[config.mk]
export PLATFORM = sky130hd
export DESIGN_NAME = dsc_top
export DESIGN_NICKNAME = d
export VERILOG_FILES = /design/src/shared/dsc_pkg.sv /design/src/hw/dsc_cksum.sv /design/src/hw/dsc_top.sv
export SDC_FILE = /design/constraint.sdc
export NUM_CORES = 1
export LEC_CHECK = 0
export BUFFER_PORTS_ARGS = -buffer_cell sky130_fd_sc_hd__buf_2
export CAP_MARGIN = 20
export CELL_PAD_IN_SITES_DETAIL_PLACEMENT = 1
export CELL_PAD_IN_SITES_GLOBAL_PLACEMENT = 1
export CORE_MARGIN = 4
export CORE_UTILIZATION = 47
export CTS_BUF_LIST = sky130_fd_sc_hd__clkbuf_8
export CTS_CLUSTER_SIZE = 40
export DETAILED_ROUTE_END_ITERATION = 7
export GPL_TIMING_DRIVEN = 0
export PLACE_DENSITY = 0.93
export SYNTH_ARGS = -nofsm -noshare
export SYNTH_HDL_FRONTEND = slang
export SYNTH_SLANG_ARGS = --single-unit
[constraint.sdc]
create_clock -name i_clk -period 6.1 [get_ports i_clk]
set_input_delay 1.22 -clock i_clk [delete_from_list [all_inputs] [get_ports i_clk]]
set_output_delay 1.22 -clock i_clk [all_outputs]
set_load 0.1 [all_outputs]
[src/shared/dsc_pkg.sv]
// Functional notes
// Status bit 3 shows the direction of the latest bus access, 1 for a read and 0 for a write.
// Status bits 2 to 0 show the number of the channel most recently active on the bus.
// A read-only register holds the full 32-bit address of the latest access and resets to zero.
// In append mode source data only feeds the checksum, and at block end the checksum is written to the channel destination start address.
// With append mode clear, source data passes through the checksum and is also written out in the configured byte order.
// The type-select bit picks an IP header checksum when 1 and an LFSR CRC when 0.
// A 3-bit channel-select field attaches the checksum unit to exactly the channel whose number it holds.
// While write byte order is 1, unaligned transfers are refused and the append-mode bit cannot be set.
// In pattern-terminate mode the transferred data is compared against the 8-bit channel match value and a match ends the transfer.
// In every other channel mode the channel match value is ignored.
// The channel pattern register implements only bits 7 to 0, resets to zero, and reads zero above.
// Last-access direction, channel and address are updated together on every bus access.
package dsc_pkg;

    localparam int unsigned NUM_CH    = 8;
    localparam int unsigned CH_W      = 3;
    localparam int unsigned ADDR_W    = 8;

    // Register offsets (byte addresses, one aligned word each).
    localparam logic [7:0] OFS_STATUS  = 8'h00;
    localparam logic [7:0] OFS_ADDR    = 8'h04;
    localparam logic [7:0] OFS_CKCTRL  = 8'h08;
    localparam logic [7:0] OFS_CKRES   = 8'h0c;
    localparam logic [7:0] OFS_CKSEED  = 8'h10;
    localparam logic [7:0] OFS_CHMODE  = 8'h14;
    localparam logic [7:0] OFS_PAT0    = 8'h20;

    // Field positions.
    localparam int unsigned POS_DIR    = 3;
    localparam int unsigned POS_APPEND = 6;
    localparam int unsigned POS_TYPE   = 5;
    localparam int unsigned POS_WBO    = 7;
    localparam int unsigned POS_CKEN   = 8;

    // Reset values and the CRC polynomial.
    localparam logic [31:0] RST_ADDR   = 32'h0000_0000;
    localparam logic [7:0]  RST_PAT    = 8'h00;
    localparam logic [15:0] RST_SEED   = 16'hffff;
    localparam logic [15:0] CRC_POLY   = 16'h1021;

    // Channel mode codes held two bits per channel in the mode register.
    localparam logic [1:0] MODE_PLAIN  = 2'h0;
    localparam logic [1:0] MODE_PATERM = 2'h1;

    // Register bus request.
    typedef struct packed {
        logic [ADDR_W-1:0] addr;
        logic [31:0]       wdata;
        logic              wr;
        logic              rd;
    } dsc_reg_req_t;

    // One data beat from a channel engine.
    typedef struct packed {
        logic            valid;
        logic [CH_W-1:0] ch;
        logic [31:0]     addr;
        logic [31:0]     data;
        logic            is_read;
        logic            last;
        logic            unaligned;
    } dsc_beat_t;

    // One write issued toward the destination.
    typedef struct packed {
        logic        valid;
        logic [31:0] addr;
        logic [31:0] data;
    } dsc_wr_t;

endpackage

[src/hw/dsc_cksum.sv]
// Checksum engine: one 32-bit word per enabled cycle.
module dsc_cksum
    import dsc_pkg::*;
(
    input  wire logic        i_clk,
    input  wire logic        i_rstn,
    input  wire logic        i_ce,
    input  wire logic        i_init,
    input  wire logic [15:0] i_seed,
    input  wire logic        i_type_ip,
    input  wire logic        i_step,
    input  wire logic [31:0] i_word,
    output logic      [15:0] o_result
);

    typedef struct packed {
        logic [15:0] crc;
        logic [16:0] sum;
    } dsc_ck_st_t;

    dsc_ck_st_t st_r;
    dsc_ck_st_t st_nxt;
    logic [15:0] crc_v;
    logic [16:0] s_v;

    // Bitwise LFSR over the word, MSB first; the IP sum folds its carry.
    always_comb begin
        crc_v  = st_r.crc;
        s_v    = st_r.sum;
        st_nxt = st_r;
        for (int b = 31; b >= 0; b--) begin
            crc_v = (crc_v[15] ^ i_word[b]) ? ((crc_v << 1) ^ CRC_POLY)
                                            : (crc_v << 1);
        end
        s_v = {1'b0, s_v[15:0]} + {16'h0000, s_v[16]};
        s_v = {1'b0, s_v[15:0]} + {1'b0, i_word[31:16]};
        s_v = {1'b0, s_v[15:0]} + {16'h0000, s_v[16]};
        s_v = {1'b0, s_v[15:0]} + {1'b0, i_word[15:0]};
        if (i_init) begin
            st_nxt.crc = i_seed;
            st_nxt.sum = 17'h0_0000;
        end else if (i_step) begin
            if (i_type_ip) begin
                st_nxt.sum = s_v;
            end else begin
                st_nxt.crc = crc_v;
            end
        end
    end

    always_ff @(posedge i_clk or negedge i_rstn) begin
        if (!i_rstn) begin
            st_r <= '0;
        end else if (i_ce) begin
            st_r <= st_nxt;
        end
    end

    // IP result is the one's complement of the folded sum.
    assign o_result = i_type_ip
        ? ~(st_r.sum[15:0] + {15'h0000, st_r.sum[16]})
        : st_r.crc;

endmodule

[src/hw/dsc_top.sv]
// Status, checksum routing and pattern match for the DMA channels.
module dsc_top
    import dsc_pkg::*;
#(
    parameter int unsigned P_NUM_CH = NUM_CH
)
(
    input  wire logic              i_clk,
    input  wire logic              i_rstn,
    input  wire logic              i_ce,
    input  wire logic [ADDR_W-1:0] i_reg_addr,
    input  wire logic [31:0]       i_reg_wdata,
    input  wire logic              i_reg_wr,
    input  wire logic              i_reg_rd,
    output logic      [31:0]       o_reg_rdata,
    input  wire dsc_beat_t         i_beat,
    input  wire logic [31:0]       i_dest_start,
    output dsc_wr_t                o_dest_wr,
    output logic                   o_beat_drop,
    output logic                   o_unaligned_err,
    output logic [P_NUM_CH-1:0]    o_match_term
);

    // Elaboration-time check on the channel count.
    if (P_NUM_CH != (1 << CH_W)) begin : g_bad_ch
        $error("P_NUM_CH must equal two to the channel field width");
    end

    typedef struct packed {
        logic [31:0]           rdata;
        logic                  dir;
        logic [CH_W-1:0]       ch;
        logic [31:0]           addr;
        logic                  append;
        logic                  ctype;
        logic                  write_byte_order;
        logic                  cken;
        logic [CH_W-1:0]       ck_ch;
        logic [15:0]           seed;
        logic [2*P_NUM_CH-1:0] mode;
        logic [8*P_NUM_CH-1:0] pat;
        dsc_wr_t               dwr;
        logic                  pend;
        logic                  drop;
        logic                  uerr;
        logic [P_NUM_CH-1:0]   term;
    } dsc_st_t;

    dsc_st_t     st_r;
    dsc_st_t     st_nxt;
    dsc_reg_req_t req;
    logic [15:0] ck_res;
    logic        ck_init;
    logic        ck_step;
    logic        on_ck;
    logic        wr_ck;
    logic [P_NUM_CH-1:0] hit;

    assign req = '{addr: i_reg_addr, wdata: i_reg_wdata,
                   wr: i_reg_wr, rd: i_reg_rd};

    // The checksum sees only beats of the attached channel.
    assign on_ck   = i_beat.valid && st_r.cken
                     && (i_beat.ch == st_r.ck_ch);
    assign ck_step = on_ck && i_beat.is_read;
    assign wr_ck   = req.wr && (req.addr == OFS_CKCTRL);
    assign ck_init = wr_ck && req.wdata[POS_CKEN];

    dsc_cksum u_cksum (
        .i_clk     (i_clk),
        .i_rstn    (i_rstn),
        .i_ce      (i_ce),
        .i_init    (ck_init),
        .i_seed    (st_r.seed),
        .i_type_ip (st_r.ctype),
        .i_step    (ck_step),
        .i_word    (i_beat.data),
        .o_result  (ck_res)
    );

    // Per-channel pattern compare on the low data byte; other modes
    // never look at the pattern, so a stale value cannot stop a channel.
    for (genvar c = 0; c < P_NUM_CH; c++) begin : g_match
        assign hit[c] = i_beat.valid && (i_beat.ch == CH_W'(c))
            && (st_r.mode[2*c +: 2] == MODE_PATERM)
            && (i_beat.data[7:0] == st_r.pat[8*c +: 8]);
    end

    // Next-state logic: register writes, status capture, routing.
    always_comb begin
        logic [31:0] rd_v;
        logic [CH_W-1:0] pidx;
        rd_v   = 32'h0000_0000;
        pidx   = '0;
        st_nxt = st_r;
        st_nxt.dwr.valid = 1'b0;
        st_nxt.drop      = 1'b0;
        st_nxt.uerr      = 1'b0;
        st_nxt.term      = hit;

        // All three status fields move together on each access.
        if (i_beat.valid) begin
            st_nxt.dir  = i_beat.is_read;
            st_nxt.ch   = i_beat.ch;
            st_nxt.addr = i_beat.addr;
        end

        // Data path toward the destination.
        if (i_beat.valid && !i_beat.is_read) begin
            if (st_r.write_byte_order && i_beat.unaligned) begin
                st_nxt.uerr = 1'b1;
                st_nxt.drop = 1'b1;
            end else if (on_ck && st_r.append) begin
                st_nxt.drop = 1'b1;
            end else begin
                st_nxt.dwr.valid = 1'b1;
                st_nxt.dwr.addr  = i_beat.addr;
                st_nxt.dwr.data  = st_r.write_byte_order
                    ? {i_beat.data[7:0], i_beat.data[15:8],
                       i_beat.data[23:16], i_beat.data[31:24]}
                    : i_beat.data;
            end
        end

        // Append: arm at block end, write checksum one cycle later so
        // the final word has entered the engine first.
        if (on_ck && st_r.append && i_beat.last) begin
            st_nxt.pend = 1'b1;
        end
        if (st_r.pend) begin
            st_nxt.pend      = 1'b0;
            st_nxt.dwr.valid = 1'b1;
            st_nxt.dwr.addr  = i_dest_start;
            st_nxt.dwr.data  = {16'h0000, ck_res};
        end

        // Register writes.
        if (req.wr) begin
            case (req.addr)
                OFS_CKCTRL: begin
                    st_nxt.write_byte_order    = req.wdata[POS_WBO];
                    st_nxt.append = req.wdata[POS_APPEND]
                                    && !req.wdata[POS_WBO];
                    st_nxt.ctype  = req.wdata[POS_TYPE];
                    st_nxt.cken   = req.wdata[POS_CKEN];
                    st_nxt.ck_ch  = req.wdata[CH_W-1:0];
                end
                OFS_CKSEED: st_nxt.seed = req.wdata[15:0];
                OFS_CHMODE: st_nxt.mode = req.wdata[2*P_NUM_CH-1:0];
                default: begin
                    if (req.addr >= OFS_PAT0
                        && req.addr < OFS_PAT0 + 8'(4*P_NUM_CH)) begin
                        pidx = CH_W'((req.addr - OFS_PAT0) >> 2);
                        st_nxt.pat[8*pidx +: 8] = req.wdata[7:0];
                    end
                end
            endcase
        end

        // Read mux; unmapped offsets read zero.
        case (req.addr)
            OFS_STATUS: rd_v = {28'h000_0000, st_r.dir, st_r.ch};
            OFS_ADDR:   rd_v = st_r.addr;
            OFS_CKCTRL: rd_v = {23'h00_0000, st_r.cken, st_r.write_byte_order,
                                st_r.append, st_r.ctype, 2'h0,
                                st_r.ck_ch};
            OFS_CKRES:  rd_v = {16'h0000, ck_res};
            OFS_CKSEED: rd_v = {16'h0000, st_r.seed};
            OFS_CHMODE: rd_v = 32'(st_r.mode);
            default: begin
                if (req.addr >= OFS_PAT0
                    && req.addr < OFS_PAT0 + 8'(4*P_NUM_CH)) begin
                    pidx = CH_W'((req.addr - OFS_PAT0) >> 2);
                    rd_v = {24'h00_0000, st_r.pat[8*pidx +: 8]};
                end
            end
        endcase
        // Read data stands only in the cycle after the strobe.
        st_nxt.rdata = req.rd ? rd_v : 32'h0000_0000;
    end

    // Single state register; the clock enable freezes everything.
    always_ff @(posedge i_clk or negedge i_rstn) begin
        if (!i_rstn) begin
            st_r      <= '0;
            st_r.addr <= RST_ADDR;
            st_r.seed <= RST_SEED;
        end else if (i_ce) begin
            st_r <= st_nxt;
        end
    end

    assign o_reg_rdata     = st_r.rdata;
    assign o_dest_wr       = st_r.dwr;
    assign o_beat_drop     = st_r.drop;
    assign o_unaligned_err = st_r.uerr;
    assign o_match_term    = st_r.term;

endmodule

# == After elaboration in Yosys (flattened, before gate mapping) ==
# Index checks and enable logic that the tools add are counted.
# word_totals
inputBits,148
latch_bits,0
reg_bits,280
memories,0
rom_bits,0
ram_bits,0
out_inout_bits,107
wordCells,233
# op_classes
addsub,7
n_div,0
bitwise_logic,66
reduce_logical,51
n_eq_ne,32
n_mux,51
magnitude_cmp,2
n_shift,3
n_mul,0
# ops
op,n
$mux 13,32
$mux 65,3
$pmux 32 s6,1
$not 3->3,32
$mux 33,2
$mux 66,1
$bwmux 64,1
$eq 8x8->1,8
$mux 32,2
$shift 8x34->64 const A,1
$shiftx 64x7->8,1
$shiftx 8x34->64,1
$add 16x1->16,3
$logic_and 1x1->1,35
$add 16x16->17,2
$neg 6->34,1
$mux 16,2
$xor 1x1->1,32
$mux 17,1
$eq 2x1->1 const B,8
$eq 8x4->1 const B,2
$eq 8x5->1 const B,2
$not 16->16,1
$reduce_and 3->1,5
21 further kinds,33

# == Logic depth before layout (Yosys ltp) ==
# logic_depth
word_depth,67
depth_mapped,30
depth_no_buf,29

# == By module ==
# From an unflattened synthesis, not the netlist that was laid out.
# unflattened
cells_unflattened,1645
area_unflattened_um2,17320.4
# modules_own_cells
module,seq_area_each_um2,instances,cells_each,area_each_um2
dsc_top,6200.9,1,1156,12849.8
dsc_cksum,825.8,1,489,4470.5

# == Worst setup path after synthesis ==
# Ideal clock, no wire load.
# synth_path
kind,input -> register
startpoint,input port i_beat[19] (netlist bit)
endpoint,register u_cksum.st_r[13] (netlist bit)
required_time_ps,5979
setup_ps,121
arrival_ps,5617
path_slack_ps,362
n_path_buf,0
path_stages,25
path_cell_list,ha_1 > fa_1 > a21o_1 > a21oi_1 > o21ai_1 > nand2_1 > o21ai_1 > a221o_1 > a21oi_1 > nor2b_1 > o21ai_0 > nand2b_1 > ha_1 > ha_1 > ha_1 > a21o_1 > a21oi_1 > o21bai_1 > a21oi_1 > o21bai_1 > a21oi_1 > o211ai_1 > a31oi_1 > xnor2_1 > a22o_1
# synth_via
elab_chain_cells,6
# synth_rtl
item,line,source
"start, declared",dsc_top.sv:16,"input wire dsc_beat_t i_beat,"
$add 16x16->17,dsc_cksum.sv:36,"s_v = {1'b0, s_v[15:0]} + {1'b0, i_word[31:16]};"
$add 16x1->16,dsc_cksum.sv:37,"s_v = {1'b0, s_v[15:0]} + {16'h0000, s_v[16]};"
$add 16x16->17,dsc_cksum.sv:38,"s_v = {1'b0, s_v[15:0]} + {1'b0, i_word[15:0]};"
$mux 17,dsc_cksum.sv:43,if (i_type_ip) begin
$mux 33,dsc_cksum.sv:42,end else if (i_step) begin
$mux 33,dsc_cksum.sv:39,if (i_init) begin
"end signal, assigned",dsc_cksum.sv:55,st_r <= st_nxt;
"end, declared",dsc_cksum.sv:21,dsc_ck_st_t st_r;
# Every way passes these cells. The select of a mux whose other input is x is not followed.
# A chain may end at the register's enable or synchronous reset.

# == Final worst setup path ==
# layout_path
startpoint,register u_cksum.st_r[16] (netlist bit)
endpoint,register u_cksum.st_r[15] (netlist bit)
# layout_via
elab_chain_cells,7
# layout_rtl
item,line,source
$add 16x1->16,dsc_cksum.sv:35,"s_v = {1'b0, s_v[15:0]} + {16'h0000, s_v[16]};"
$add 16x16->17,dsc_cksum.sv:36,
$add 16x1->16,dsc_cksum.sv:37,
$add 16x16->17,dsc_cksum.sv:38,
$mux 17,dsc_cksum.sv:43,
$mux 33,dsc_cksum.sv:42,
$mux 33,dsc_cksum.sv:39,
# Every way passes these cells. The select of a mux whose other input is x is not followed.

==> out/results.txt <==
status: complete, but fails checks
failing checks: setup timing
Tmin final: 6.22 ns
P per Cell Area: 582 mW/mm2
delay-heaviest family, CP: compound AO/OA/AOI/OAI gates
Synthesized Nets: 1886
io pins: 255
ys flop type: dfrtp_1
Clock Sinks: 280
CP Capture Type: register
CTS Root Cell: clkbuf_8
via count: 15.6k
antenna viol nets, final: 0
die area: 0.0398 mm2
Clock transition at path regs: 0.07 ns
Worst Path Buf+Inv: 1
critical path startpoint category: register
HPWL Detailed: 50600 um
clk_lat worst skew: 0.62 ns
Switching Fraction: 0.484
Total GRT Usage: 0.333
Seq. cell area: 0.00703 mm2
Unique masters post-synth: 62
Crit. path cell count: 27
initial antenna violation count: 4
EDFF count, synth: 0
Post-synth ARST share: 1.00
sequential area share after synthesis: 0.408
Num CTS Buffers: 49
share of the synthesized area in the top cell type: 0.383
Gate Count Post-Synth: 1695
area grow syn2layout: 18.6%
gr ovfl total: 0
Pwr Total: 11.9 mW
critical path arrival: 6.70 ns
Yosys top cell by area: dfrtp_1
final wirelength: 69100 um
Seq cells post-synth: 280
Layout fillers: 3999
Worst-Margin Slew: 1.17 ns
synthesized area: 0.0172 mm2
hold depth: 2
CORE AREA: 0.0358 mm2
Port Buf Inserts: 235
crit-path max cell delay: 0.43 ns
Syn Area/Cell: 10.2 um2
WL per Instance: 27.6 um
number of global-route vias before repair: 16.5k
Clock Tree Buf Depth: 3
Final Hold Fails: 0
DRC Markers: 0
Hold Crit Class: reg2reg
nets: 2191
Worst Skew: 0.0272 ns
Sw Pwr: 5.76 mW
max_slew headroom: 0.219
Req. time, crit path: 6.59 ns
ranking of synthesized cells by area: dfrtp_1, mux2_2, xnor2_1
H-tree levels: 2
Clk pwr share: 0.156
area of the multi-input gates: 0.00915 mm2
Initial DRC Count: 1527
fin cells: 2503
Internal: 6.14 mW
CP Max Fanout: 5
sequential power share: 0.193
Die Span Y: 199 um
Crit Path Class: reg2reg
mean number of vias per cell: 6.24
final setup fails: 6
placed cell count: 2394
most frequent cells after synthesis: dfrtp_1, nand2_1, xnor2_1, mux2_2
VDD IR-drop max: 0.672 mV
Crit path top cell by count: ha_1
Post-CTS Hold Fix Bufs: 0
GP Congestion: 0.966
Setup TNS: -0.360 ns
Max-Cap Viols: 0
first drt pass iteration count: 5
period utilization: 1.02
Final WS setup: -0.115 ns
Warnings, synthesis: 0
Chip Width: 199 um
fin. max-slew vios: 0
Max Freq: 161 MHz
leakage power: 9.64 nW
first-pass GRT wire length: 101000 um
num rows: 69
CTS tree: done
largest net degree at the start of global routing: 125
Comb power frac: 0.650
Max stage delay cell, worst path: dfrtp_1
Place WS: -0.870 ns
Starting Density: 0.481
share of layout cells above drive strength 1: 0.310
Reg2Reg Depth: 27
most frequent cell after synthesis: dfrtp_1
==> layout by cell type, fill, tap and decap left out, types with 12 or more instances in the layout <==
master    synthesis  layout
dfrtp_1         264     263
dfstp_2          16      16
xnor2_2          14      20
nor3_1           19      17
ha_1             41      36
buf_4           105     123
nand4_1          18      18
buf_2             1     236
clkbuf_8          0      60
nor3b_1          31      31
o21ai_0         105     103
a21o_1           12      12
inv_1            29      51
xnor2_1         123     116
o31ai_1          14      14
a22o_1           47      47
mux2_2          113     113
clkbuf_1         85      83
nand2_1         173     173
nor2_1           62      60
nand3_1          24      24
and3_1           18      17
xor2_1           69      67
mux2i_1          32      32
mux4_2           16      16
a21oi_1          94      88
a22oi_1          17      17
==> sequential cells by signal (all words and copies together), names as in the netlist <==
register and cells:
o_match_term 8, u_cksum.st_r 33, o_reg_rdata 32, o_dest_wr 65, o_beat_drop 1, o_unaligned_err 1, st_r 140
==> what timing repair did <==
item | in CTS | in global routing
endpoints found under the setup margin | 10 | 9
pin swaps | 4 | 9
gates resized for setup | 17 | 23
setup buffers | 4 | 13
endpoints found under the hold margin | 0 | 0
==> layout make-up <==
type                            instances  area share
Clock buffer                           60      0.0404
Timing Repair Buffer                  256      0.0676
Tap cell                              461      0.0282
Clock inverter                         31      0.0105
Buffer                                197      0.0555
Multi-Input combinational cell       1186       0.448
Antenna cell                            2    0.000245
Sequential cell                       280       0.344
Inverter                               30     0.00551
==> layer usage <==
layer / up-vias / GRT usage / part of all wire
met5: - / 0 / 0.00022
met4: 4 / 0.168 / 0.059
met3: 283 / 0.0781 / 0.094
met2: 953 / 0.542 / 0.47
met1: 7867 / 0.417 / 0.38
li1: 6508 / - / -
==> final timing paths <==
kind / from / to / slack [ns]
max in group asynchronous: i_rstn / st_r[168] / 4.10
max reg2reg: u_cksum.st_r[16] / u_cksum.st_r[15] / -0.12
max: u_cksum.st_r[16] / u_cksum.st_r[15] / -0.12
min reg2reg: o_dest_wr[40] / o_dest_wr[40] / 0.48
min in group asynchronous: i_rstn / u_cksum.st_r[3] / 0.57
min: o_dest_wr[40] / o_dest_wr[40] / 0.48
==> power groups by stage <==
stage	clock (mW)	combinational [mW]	sequential [mW]
after global placement	0	6.74	2.28
final	1.86	7.73	2.30
after CTS	1.87	7.28	2.28
after detailed placement	0	7.11	2.30
after global routing	1.97	8.11	2.31
after floorplan	0	5.53	2.23
==> tightest hold or removal path: cells and delay by family, from the launching register on <==
family           cells  cell delay (ns)
flip-flops           1             0.34
AO/OA/AOI/OAI        1             0.06
AND/OR/NAND/NOR      1             0.05
==> logic make-up (layout without fill, tap and decap cells) <==
| logic type | count (synthesis) | after routing | share of synthesized area |
|---|---|---|---|
| compound gates | 357 | 357 | 0.131 |
| xor+xnor | 218 | 218 | 0.127 |
| fa+ha+maj | 43 | 43 | 0.0321 |
| buf+inv | 229 | 574 | 0.0728 |
| flops | 280 | 280 | 0.408 |
| mux | 161 | 161 | 0.113 |
| other cells | 0 | 2 | 0 |
| simple gates | 407 | 407 | 0.116 |
==> through the flow <==
stage / hold WS [ns] / util / area (um2)
6_report: 0.483 / 0.570 / 20400
5_1_grt: 0.504 / 0.570 / 20400
4_1_cts: 0.485 / 0.564 / 20200
3_5_place_dp: 0.472 / 0.532 / 19100
3_3_place_gp: 0.464 / 0.530 / 19000
2_1_floorplan: 0.447 / - / 17200
No activity file was read; power rests on OpenSTA's default activity.
